$ cat config.mk
export PLATFORM = sky130hd
export DESIGN_NAME = sto_monitor
export DESIGN_NICKNAME = d
export VERILOG_FILES = /design/src/rtl/sto_pkg.sv /design/src/rtl/sync_if.sv /design/src/rtl/stop_sync.sv /design/src/rtl/sto_monitor.sv
export SDC_FILE = /design/constraint.sdc
export NUM_CORES = 1
export LEC_CHECK = 0
export ABC_AREA = 0
export BUFFER_PORTS_ARGS = -buffer_cell sky130_fd_sc_hd__buf_2
export CAP_MARGIN = 20
export CORE_MARGIN = 1.5
export CORE_UTILIZATION = 59
export DETAILED_ROUTE_END_ITERATION = 8
export PLACE_DENSITY_LB_ADDON = 0.25
export RECOVER_POWER = 100
export REMOVE_ABC_BUFFERS = 1
export SETUP_SLACK_MARGIN = 0.5
export SLEW_MARGIN = 10
export SYNTH_ARGS = -nofsm -noshare
export SYNTH_HDL_FRONTEND = slang
export SYNTH_HIERARCHICAL = 1
export SYNTH_SLANG_ARGS = --single-unit
export TNS_END_PERCENT = 20
$ cat constraint.sdc
create_clock -name clock_i -period 4.55 [get_ports clock_i]
set_input_delay 0.91 -clock clock_i [delete_from_list [all_inputs] [get_ports clock_i]]
set_output_delay 0.91 -clock clock_i [all_outputs]
set_load 0.01 [all_outputs]
$ cat src/rtl/sto_pkg.sv
// constants and types shared by the safe torque off monitor
package sto_pkg;
	localparam int unsigned CLK_HZ          = 100_000_000;
	localparam int unsigned STOP_RESP_MS    = 20;
	localparam int unsigned STOP_RESP_CYC   = STOP_RESP_MS * (CLK_HZ / 1000);
	localparam int unsigned RETURN_TIME_S   = 30;
	localparam int unsigned SKEW_LIMIT_CS   = 0;
	localparam int unsigned CYC_PER_CS      = CLK_HZ / 100;
	localparam int unsigned CYC_PER_S       = CLK_HZ;
	localparam int unsigned TIME_W          = 8;
	localparam int unsigned CNT_W           = 32;
	localparam logic [7:0]  OUT11_FEEDBACK  = 8'h3E;
	localparam logic [7:0]  OUT11_NONE      = 8'hFF;
	localparam int unsigned IN3_BIT         = 2;
	localparam int unsigned IN4_BIT         = 3;
	localparam int unsigned INPUT_W         = 8;

	typedef enum logic [2:0] {
		MODE_NONE    = 3'h0,
		MODE_LATCH   = 3'h1,
		MODE_EXT_INT = 3'h2,
		MODE_INT_A   = 3'h3,
		MODE_INT_B   = 3'h4,
		MODE_WARN_I  = 3'h5,
		MODE_WARN    = 3'h6
	} disp_mode_type;

	typedef enum logic [1:0] {
		POL_HOLD   = 2'h0,
		POL_RETURN = 2'h1
	} ret_policy_type;

	typedef enum logic [1:0] {
		VIEW_SAFETY   = 2'h0,
		VIEW_STANDARD = 2'h1
	} view_type;

	typedef enum logic [3:0] {
		CODE_NONE    = 4'h0,
		CODE_STO     = 4'h1,
		CODE_E37     = 4'h2,
		CODE_E98     = 4'h3,
		CODE_E99     = 4'h4,
		CODE_A_LATE_ON  = 4'h5,
		CODE_B_LATE_ON  = 4'h6,
		CODE_A_LATE_OFF = 4'h7,
		CODE_B_LATE_OFF = 4'h8
	} code_type;
endpackage : sto_pkg

$ cat src/rtl/sync_if.sv
// synchronised stop inputs passed from the synchroniser to the monitor
interface sync_if;
	logic a;
	logic b;
	logic fb;
	modport src (output a, output b, output fb);
	modport dst (input a, input b, input fb);
endinterface : sync_if

$ cat src/rtl/stop_sync.sv
// two-stage synchroniser for the stop inputs and feedback
module stop_sync (
	// clock and reset
	input  wire logic clock_i,
	input  wire logic nrst_i,
	// raw pins
	input  wire logic a_i,
	input  wire logic b_i,
	input  wire logic fb_i,
	// synchronised levels
	sync_if.src       s
);
	// inputs off and feedback at stop: a consistent idle, no false mismatch
	localparam logic [2:0] SYNC_RST = 3'h4;

	logic [2:0] meta_r;
	logic [2:0] sync_r;

	// inactive after reset so the stage starts disabled
	always_ff @(posedge clock_i) begin
		if (!nrst_i) begin
			meta_r <= SYNC_RST;
			sync_r <= SYNC_RST;
		end else begin
			meta_r <= {fb_i, b_i, a_i};
			sync_r <= meta_r;
		end
	end

	assign s.a  = sync_r[0];
	assign s.b  = sync_r[1];
	assign s.fb = sync_r[2];
endmodule : stop_sync

$ cat src/rtl/sto_monitor.sv
// safe torque off monitor: power gating, fault codes and safety display
// Notes on behaviour
// - power stage enable drops while either stop input is inactive
// - output stages are off well within 20 ms of a stop input dropping
// - diag selector on forces output 11 to feedback function 62
// - diag selector returning to off leaves output 11 without function
// - diag on: stop inputs shown in input monitor bits of inputs 3, 4
// - held run command restarts once both inputs active and fault cleared
// - mode 00 gives no fault on stop inputs going inactive
// - mode 01 latches stop fault; fault reset or power cycle clears it
// - mode 02 latches external disagree and internal mismatch, power off only
// - modes 03 and 04 latch only internal mismatch, cleared at power off
// - modes 05 and 06 warn on disagreement; cleared with both inactive
// - mode 05 also latches internal mismatch until power off
// - a late switching on warns a-late-on; b late warns b-late-on
// - a late switching off warns a-late-off; b late warns b-late-off
// - on-skew beyond configured limit, default 0 s, shows late-on warnings
// - on-skew limit applies only in display mode 05
// - stop inputs disagreeing with feedback count as internal fault in modes 02 to 05
// - summary output set while any warning or fault is active
// - policy 00: key presses never replace the safety display
// - policy 01: key shows standard view, timer returns to safety view
// - return time is configurable, 30 s by default
module sto_monitor
	import sto_pkg::*;
#(
	parameter int unsigned RESP_CYC  = sto_pkg::STOP_RESP_CYC,
	parameter int unsigned CS_CYC    = sto_pkg::CYC_PER_CS,
	parameter int unsigned SEC_CYC   = sto_pkg::CYC_PER_S
) (
	// clock and reset
	input  wire logic                      clock_i,
	input  wire logic                      nrst_i,
	// safety pins
	input  wire logic                      stop_input_a_i,
	input  wire logic                      stop_input_b_i,
	input  wire logic                      stop_state_feedback_i,
	input  wire logic                      diag_select_switch_i,
	input  wire logic                      fault_reset_input_i,
	// drive control
	input  wire logic                      run_cmd_i,
	input  wire logic                      key_press_i,
	// configuration
	input  wire logic [2:0]                stop_display_mode_i,
	input  wire logic [sto_pkg::TIME_W-1:0] on_skew_limit_i,
	input  wire logic [1:0]                display_return_policy_i,
	input  wire logic [sto_pkg::TIME_W-1:0] safety_display_return_time_i,
	input  wire logic [7:0]                output11_function_i,
	input  wire logic [sto_pkg::INPUT_W-1:0] digital_inputs_i,
	// status
	output logic                           power_enable_o,
	output logic                           motor_run_o,
	output logic                           stop_fault_o,
	output logic                           external_disagree_fault_o,
	output logic                           internal_mismatch_fault_o,
	output logic                           warn_a_late_on_o,
	output logic                           warn_b_late_on_o,
	output logic                           warn_a_late_off_o,
	output logic                           warn_b_late_off_o,
	output logic                           safety_fault_summary_o,
	output logic                           torque_off_ind_o,
	output logic [3:0]                     display_code_o,
	output logic                           standard_view_o,
	output logic [7:0]                     output11_function_o,
	output logic [sto_pkg::INPUT_W-1:0]    input_status_monitor_o
);
	import sto_pkg::*;

	sync_if s ();

	stop_sync u_sync (
		.clock_i (clock_i),
		.nrst_i  (nrst_i),
		.a_i     (stop_input_a_i),
		.b_i     (stop_input_b_i),
		.fb_i    (stop_state_feedback_i),
		.s       (s)
	);

	disp_mode_type mode;
	assign mode = disp_mode_type'(stop_display_mode_i);

	logic a_d_r;
	logic b_d_r;
	logic both_on;
	logic both_off;
	logic disagree;
	logic mismatch;
	logic warn_mode;
	logic fault_any;
	logic warn_any;

	assign both_on   = s.a & s.b;
	assign both_off  = ~s.a & ~s.b;
	assign disagree  = s.a ^ s.b;
	// feedback reports stop active only when both inputs are off
	assign mismatch  = s.fb != both_off;
	assign warn_mode = (mode == MODE_WARN_I) || (mode == MODE_WARN);

	always_ff @(posedge clock_i) begin
		if (!nrst_i) begin
			a_d_r <= 1'b0;
			b_d_r <= 1'b0;
		end else begin
			a_d_r <= s.a;
			b_d_r <= s.b;
		end
	end

	// gate is combinational on synchronised inputs: two cycles, far below 20 ms
	assign power_enable_o = both_on;

	// direction of the last transition: set while both are off, cleared while both are on
	logic rising_r;
	always_ff @(posedge clock_i) begin
		if (!nrst_i) begin
			rising_r <= 1'b0;
		end else if (both_off) begin
			rising_r <= 1'b1;
		end else if (both_on) begin
			rising_r <= 1'b0;
		end
	end

	// skew timer in centiseconds while only one input is on
	logic [CNT_W-1:0]  cyc_r;
	logic [TIME_W-1:0] cs_r;
	logic              skew_over;
	always_ff @(posedge clock_i) begin
		if (!nrst_i || !disagree) begin
			cyc_r <= '0;
			cs_r  <= '0;
		end else if (cyc_r == CNT_W'(CS_CYC - 1)) begin
			cyc_r <= '0;
			if (cs_r != '1)
				cs_r <= cs_r + TIME_W'(1);
		end else begin
			cyc_r <= cyc_r + CNT_W'(1);
		end
	end
	// limit only softens mode 05; mode 06 warns on any skew
	assign skew_over = (mode != MODE_WARN_I) || (cs_r >= on_skew_limit_i)
		|| (on_skew_limit_i == TIME_W'(SKEW_LIMIT_CS));

	// warnings, set wins over the both-off clear
	logic wa_on_r, wb_on_r, wa_off_r, wb_off_r;
	always_ff @(posedge clock_i) begin
		if (!nrst_i) begin
			wa_on_r  <= 1'b0;
			wb_on_r  <= 1'b0;
			wa_off_r <= 1'b0;
			wb_off_r <= 1'b0;
		end else begin
			if (warn_mode && disagree && rising_r && skew_over) begin
				if (s.b)
					wa_on_r <= 1'b1;
				else
					wb_on_r <= 1'b1;
			end else if (both_off) begin
				wa_on_r <= 1'b0;
				wb_on_r <= 1'b0;
			end
			if (warn_mode && disagree && !rising_r) begin
				if (s.a)
					wa_off_r <= 1'b1;
				else
					wb_off_r <= 1'b1;
			end else if (both_off) begin
				wa_off_r <= 1'b0;
				wb_off_r <= 1'b0;
			end
		end
	end

	// stop fault, reset input clears only when the cause is gone
	logic e37_r;
	always_ff @(posedge clock_i) begin
		if (!nrst_i) begin
			e37_r <= 1'b0;
		end else if (mode == MODE_LATCH && !both_on) begin
			e37_r <= 1'b1;
		end else if (fault_reset_input_i) begin
			e37_r <= 1'b0;
		end
	end

	// power-off-only faults: cleared by reset alone
	logic e98_r, e99_r;
	always_ff @(posedge clock_i) begin
		if (!nrst_i) begin
			e98_r <= 1'b0;
		end else if (mode == MODE_EXT_INT && disagree) begin
			e98_r <= 1'b1;
		end
	end

	always_ff @(posedge clock_i) begin
		if (!nrst_i) begin
			e99_r <= 1'b0;
		end else if (mismatch && (mode == MODE_EXT_INT || mode == MODE_INT_A
			|| mode == MODE_INT_B || mode == MODE_WARN_I)) begin
			e99_r <= 1'b1;
		end
	end

	assign fault_any = e37_r | e98_r | e99_r;
	assign warn_any  = wa_on_r | wb_on_r | wa_off_r | wb_off_r;

	// restart follows held run command without a fresh edge
	always_ff @(posedge clock_i) begin
		if (!nrst_i)
			motor_run_o <= 1'b0;
		else
			motor_run_o <= run_cmd_i & both_on & ~fault_any;
	end

	// display return timer
	view_type         view_r;
	logic [CNT_W-1:0] tcyc_r;
	logic [TIME_W-1:0] tsec_r;
	always_ff @(posedge clock_i) begin
		if (!nrst_i) begin
			view_r <= VIEW_SAFETY;
			tcyc_r <= '0;
			tsec_r <= '0;
		end else begin
			case (view_r)
				VIEW_SAFETY: begin
					tcyc_r <= '0;
					tsec_r <= '0;
					if (key_press_i && display_return_policy_i ==
						2'(POL_RETURN))
						view_r <= VIEW_STANDARD;
				end
				VIEW_STANDARD: begin
					if (key_press_i) begin
						tcyc_r <= '0;
						tsec_r <= '0;
					end else if (tcyc_r == CNT_W'(SEC_CYC - 1)) begin
						tcyc_r <= '0;
						tsec_r <= tsec_r + TIME_W'(1);
					end else begin
						tcyc_r <= tcyc_r + CNT_W'(1);
					end
					if (display_return_policy_i != 2'(POL_RETURN)
						|| tsec_r >= safety_display_return_time_i)
						view_r <= VIEW_SAFETY;
				end
				default: view_r <= VIEW_SAFETY;
			endcase
		end
	end

	// code priority: faults before warnings before torque-off indication
	code_type code_nxt;
	always_comb begin
		code_nxt = CODE_NONE;
		if (e99_r)
			code_nxt = CODE_E99;
		else if (e98_r)
			code_nxt = CODE_E98;
		else if (e37_r)
			code_nxt = CODE_E37;
		else if (wa_on_r)
			code_nxt = CODE_A_LATE_ON;
		else if (wb_on_r)
			code_nxt = CODE_B_LATE_ON;
		else if (wa_off_r)
			code_nxt = CODE_A_LATE_OFF;
		else if (wb_off_r)
			code_nxt = CODE_B_LATE_OFF;
		else if (both_off && mode >= MODE_EXT_INT)
			code_nxt = CODE_STO;
	end

	// output 11 assignment follows the selector edge
	logic diag_m_r, diag_r, diag_d_r;
	logic [7:0] out11_r;
	always_ff @(posedge clock_i) begin
		if (!nrst_i) begin
			diag_m_r <= 1'b0;
			diag_r   <= 1'b0;
			diag_d_r <= 1'b0;
			out11_r  <= 8'h00;
		end else begin
			diag_m_r <= diag_select_switch_i;
			diag_r   <= diag_m_r;
			diag_d_r <= diag_r;
			if (diag_r)
				out11_r <= OUT11_FEEDBACK;
			else if (diag_d_r)
				out11_r <= OUT11_NONE;
			else if (out11_r != OUT11_NONE)
				out11_r <= output11_function_i;
		end
	end

	always_ff @(posedge clock_i) begin
		if (!nrst_i) begin
			stop_fault_o              <= 1'b0;
			external_disagree_fault_o <= 1'b0;
			internal_mismatch_fault_o <= 1'b0;
			warn_a_late_on_o          <= 1'b0;
			warn_b_late_on_o          <= 1'b0;
			warn_a_late_off_o         <= 1'b0;
			warn_b_late_off_o         <= 1'b0;
			safety_fault_summary_o    <= 1'b0;
			torque_off_ind_o          <= 1'b0;
			display_code_o            <= 4'h0;
			standard_view_o           <= 1'b0;
			input_status_monitor_o    <= '0;
		end else begin
			stop_fault_o              <= e37_r;
			external_disagree_fault_o <= e98_r;
			internal_mismatch_fault_o <= e99_r;
			warn_a_late_on_o          <= wa_on_r;
			warn_b_late_on_o          <= wb_on_r;
			warn_a_late_off_o         <= wa_off_r;
			warn_b_late_off_o         <= wb_off_r;
			safety_fault_summary_o    <= fault_any | warn_any;
			torque_off_ind_o          <= both_off && mode >= MODE_EXT_INT;
			display_code_o            <= 4'(code_nxt);
			standard_view_o           <= view_r == VIEW_STANDARD;
			input_status_monitor_o    <= digital_inputs_i;
			if (diag_r) begin
				input_status_monitor_o[IN3_BIT] <= s.a;
				input_status_monitor_o[IN4_BIT] <= s.b;
			end
		end
	end

	assign output11_function_o = out11_r;
endmodule : sto_monitor

* Word-level counts from Yosys, hierarchy flattened
Index checks and enable logic that the tools add are counted.
Cells by class: equality and inequality tests 22, reduce and logical (&&, ||, !) cells 41, divide/modulo/power cells 0, $lt $le $gt $ge 3, bitwise operators 15, add/subtract/negate cells 4, mux-type cells 34, shifts and indexed selects 0, multipliers 0
Operator list (count):
- $add A32 B1 Y32 const B | 2
- $mux W32 | 2
- $pmux W32 S2 | 1
- $eq A32 B20 Y1 const B | 1
- $eq A32 B27 Y1 const B | 1
- $mux W8 | 4
- $mux W3 | 6
- $add A8 B1 Y8 const B | 2
- $ge A8 B8 Y1 | 2
- $ne A8 B8 Y1 const B | 2
- $pmux W8 S2 | 1
- $mux W1 | 14
- $reduce_and A2 Y1 | 7
- $reduce_bool A2 Y1 | 6
- $eq A3 B3 Y1 const B | 3
- $logic_and A1 B1 Y1 | 9
- $logic_not A8 Y1 | 1
- $logic_or A1 B1 Y1 | 8
- $ne A2 B2 Y1 const B | 4
- $reduce_or A7 Y1 | 1
- $eq A3 B2 Y1 const B | 2
- $mux W2 | 3
- $mux W6 | 1
- $ne A2 B1 Y1 const B | 3
- other kinds (15) | 33
Storage, ports and cells: register bits 130, bits in read-only memories 0, input port bits 46, latch bits 0, bits in writable memories 0, word-level logic and storage cells 154, memories kept 0

* Depth between registers and ports, before layout
word-level depth 11, depth in mapped cells 10

* By module
Netlist, hierarchy kept.
Modules (own cells, without submodules):
- sto_monitor | instances 1, cells each 625, area an instance 5532.8 µm²
- stop_sync | instances 1, cells each 12, area an instance 157.7 µm²

* Least setup slack after synthesis
OpenSTA, ideal clock, no wires.
path type input to register, from in on_skew_limit_i[0] (netlist name), to reg wa_on_r, arrival time 2.207 ns, buffers on the path 0, slack 2.225 ns, stages 6, cells stage by stage ha_1 -> or3b_2 -> o2111ai_1 -> a211o_1 -> o21ai_0 -> a32o_1
Between the ends: cells in the longest elaborated chain, start to end 6
RTL lines:
- from (decl) | RTL line sto_monitor.sv:45 | input wire logic [sto_pkg::TIME_W-1:0] on_skew_limit_i,
- $ge A8 B8 Y1 | RTL line sto_monitor.sv:142 | assign skew_over = (mode != MODE_WARN_I) || (cs_r >= on_skew_limit_i)
- $logic_or A1 B1 Y1 | RTL line sto_monitor.sv:142
- $logic_or A1 B1 Y1 * | RTL line sto_monitor.sv:143 | || (on_skew_limit_i == TIME_W'(SKEW_LIMIT_CS));
- $logic_and A1 B1 Y1 * | RTL line sto_monitor.sv:154 | if (warn_mode && disagree && rising_r && skew_over) begin
- $ne A2 B1 Y1 (no line) or $reduce_bool A2 Y1 (tied branches)
- $reduce_and A2 Y1 (no line)
- to (signal assigned) | RTL line sto_monitor.sv:149 | wa_on_r <= 1'b0;
- to (signal assigned) | RTL line sto_monitor.sv:156 | wa_on_r <= 1'b1;
- to (signal assigned) | RTL line sto_monitor.sv:160 | wa_on_r <= 1'b0;
- to (decl) | RTL line sto_monitor.sv:146 | logic wa_on_r, wb_on_r, wa_off_r, wb_off_r;
Mark *: on every way between the ends. The rest lies on a longest branch, timed or not. A chain may end at the register's enable or synchronous reset.

* Worst setup path after layout
from reg cyc_r[9], to reg cyc_r[24]
Between the ends: cells in the longest elaborated chain, start to end 2
RTL lines:
- from (decl) | RTL line sto_monitor.sv:126 | logic [CNT_W-1:0] cyc_r;
- from (signal assigned) | RTL line sto_monitor.sv:138 | cyc_r <= cyc_r + CNT_W'(1);
- branches (longest 2 deep; another with $add A32 B1 Y32)
Several ways; the timed one is not identified.

==> results.ini <==
[detailed_routing]
first_iter_violations=205
vias=4746
vias_per_cell=5.55
totalWireLength_um=11900
wl_per_cell_um=13.9
first_pass_iters=5
ant_nets=0
drc=0

[pwr]
powerDensity_nw_per_um2=391
total_power_mw=2.62
total_leakage_power_nw=2.50
ir_worst_vdd_mv=0.257

[logic_synthesis]
syn-cell-area_um2=5690
yosys_most_used_dff=dfxtp_1
synth.distinct_cells=50
postSynth.asyncResetShare=0
ys_seq_elements=129
synth.avg_cell_area_um2=8.93
synth_cells=637
ys.warnings.count=6
ys_seq_area_frac=0.454
synth_edf_count=0

[timing]
slew_viol_final=33
rsz0062_at_grt=no
setup_violations=0
tns_ps=0
max_freq_mhz=320
skew_ps=8.19
relSlewSlack=-0.159
hold_viol_final=0
holdWs_ps=416
tightest_slew_ps=1740
period_needed_ps=3130
finalCritPeriodShare=0.687

[worst_setup_path]
cp-end-kind=flop
crit_fanout=32
cp.required_ps=4890
worstPathArrival_ps=3470
crit_type=flop to flop
startpoint_type=flop

[final_layout]
n_fill_cell=698
final_nets=781
layout-drive-gt1-share=0.109
fin_area_um2=6700
syn_to_final_growth_pct=17.8
antenna_cells=0

[global_routing]
grt_max_degree=39
grt_pass1_wl_um=19700
grt_pass1_vias=4539
antenna_found_initial=0
overflow=0
globalRouteTotalUtil=0.240

[clock_tree]
cts_resized=0
root_buffer=clkbuf_8
cts-htree-levels=4
clk_path_buf_depth=2
cts_buffers=17
postCtsSetupRepairBufs=0
clock_sinks=129
clock_latency_ps=530
clkTransAtPathRegs_ps=60
cts_tree=done
hold_buffers=0

[floorplan]
core_area_um2=9280
die_h_um=101
start_util=0.613
io-pin-count=78
fp.dieArea_um2=10200
fp-row-count=35
die_w_um=101

[outcome]
violations=max-capacitance violations, max-slew violations
status=complete, but fails checks

[placed_design]
gp_congestion=0.809
dp_hpwl_um=8060
place_area_um2=6140
io_buffers=77

[run]
drv_cap=1

[hold_path]
min_path_type=flop to flop

[cell families after synthesis]
| group | after synthesis | synth area share |
|---|---|---|
| flip-flops | 129 | 0.454 |
| adder cells (fa/ha/maj) | 22 | 0.0484 |
| AND/OR/NAND/NOR | 300 | 0.279 |
| XOR/XNOR | 60 | 0.0923 |
| AO/OA/AOI/OAI | 64 | 0.0754 |
| multiplexers | 6 | 0.0106 |
| buffers and inverters | 56 | 0.0400 |
[routing by layer]
layer / global-route usage / part of all wire / vias up
li1: - / - / 2373
met1: 0.294 / 0.46 / 2227
met2: 0.418 / 0.48 / 129
met3: 0.0531 / 0.053 / 17
met4: 0.0801 / 0.010 / 0
met5: 0 / 0 / -
[critical path: stages, from the launching register on]
cell and delay, ps:
dfxtp_1 390, nor4b_1 380, nand4_1 210, nor4b_1 500, or2_0 1330, nor2_1 130
[final timing paths]
kind / from / endpoint / slack (ps) / cells past startpoint
max: cyc_r[9] / cyc_r[24] / 1420 / 5
min: u_sync/meta_r[2] / u_sync/sync_r[2] / 420 / 1
max reg2reg: cyc_r[9] / cyc_r[24] / 1420 / 5
min reg2reg: u_sync/meta_r[2] / u_sync/sync_r[2] / 420 / 1
[metrics by stage]
step                utilization  setup slack [ps]  cells
floorplan                     -              2230    615
global placement          0.662              1880    822
detailed placement        0.662              1690    822
CTS                       0.726              1870    854
global route              0.722              1040    855
finish                    0.722              1420    855
[flip-flops by register name, indices dropped and copies added, names as in the netlist, 3 cells and up]
register,cells
u_sync/sync_r,3
tcyc_r,32
cyc_r,32
input_status_monitor_o,8
output11_function_o,8
tsec_r,8
cs_r,8
display_code_o,4
u_sync/meta_r,3
[synthesized netlist by cell type (2+ instances only)]
cell      number  share of area
a211o_1        2         0.0031
a21oi_1       16          0.014
a22oi_1        2         0.0026
a31oi_1        3         0.0033
a32o_1         2         0.0035
a41o_1         2         0.0035
and2_1        22          0.024
and3_1        15          0.016
and4_1         8          0.012
and4b_1        2         0.0035
buf_2          8         0.0070
buf_4          2         0.0026
clkbuf_1      11         0.0073
dfxtp_1      129           0.45
ha_1          22          0.048
inv_1         34          0.022
mux2i_1        6          0.011
nand2_1       34          0.022
nand2b_1       5         0.0055
nand3_1       33          0.029
nand3b_1       2         0.0026
nand4_1       21          0.023
nand4b_1       2         0.0031
nor2_1        79          0.052
nor2b_1        9         0.0099
nor3_1        23          0.020
nor4_1        15          0.016
nor4b_1        7          0.011
o211ai_1       4         0.0053
o21a_1        12          0.016
o21ai_0       10         0.0088
o21bai_1       2         0.0026
o31ai_1        3         0.0040
or2_2          5         0.0055
or3_1          8         0.0088
or4_1          5         0.0066
xnor2_1       33          0.051
xor2_1        27          0.042
[where the power goes]
part           internal (mW)  switching, mW
clock                  0.877          0.482
combinational         0.0445         0.0566
sequential              1.15        0.00979
total                   2.07          0.548
[placed cells by master, fill, tap and decap left out, drive strengths merged, types with 7 or more instances in the layout]
master | Yosys | layout
nand3 | 33 | 33
nand4 | 21 | 21
clkbuf | 11 | 58
ha | 22 | 22
or3 | 8 | 8
and4 | 8 | 8
and3 | 15 | 15
nor2b | 9 | 9
nor4b | 7 | 7
nand2 | 35 | 35
dfxtp | 129 | 129
xor2 | 27 | 27
o21ai | 10 | 10
nor4 | 15 | 15
o21a | 12 | 12
inv | 34 | 35
a21oi | 16 | 16
nor3 | 23 | 23
nor2 | 79 | 79
xnor2 | 33 | 33
and2 | 22 | 22
buf | 11 | 44
[area by class of cell]
cell class              count  area, um^2  area share
clock buffers              23         467      0.0696
clock inverters             9         129      0.0192
inverters                  34         128      0.0190
multi-input cells         452        2880       0.430
flip-flops and latches    129        2580       0.385
well taps                 129         161      0.0241
repair buffers             79         355      0.0530
(Power assumes the default switching activity.)
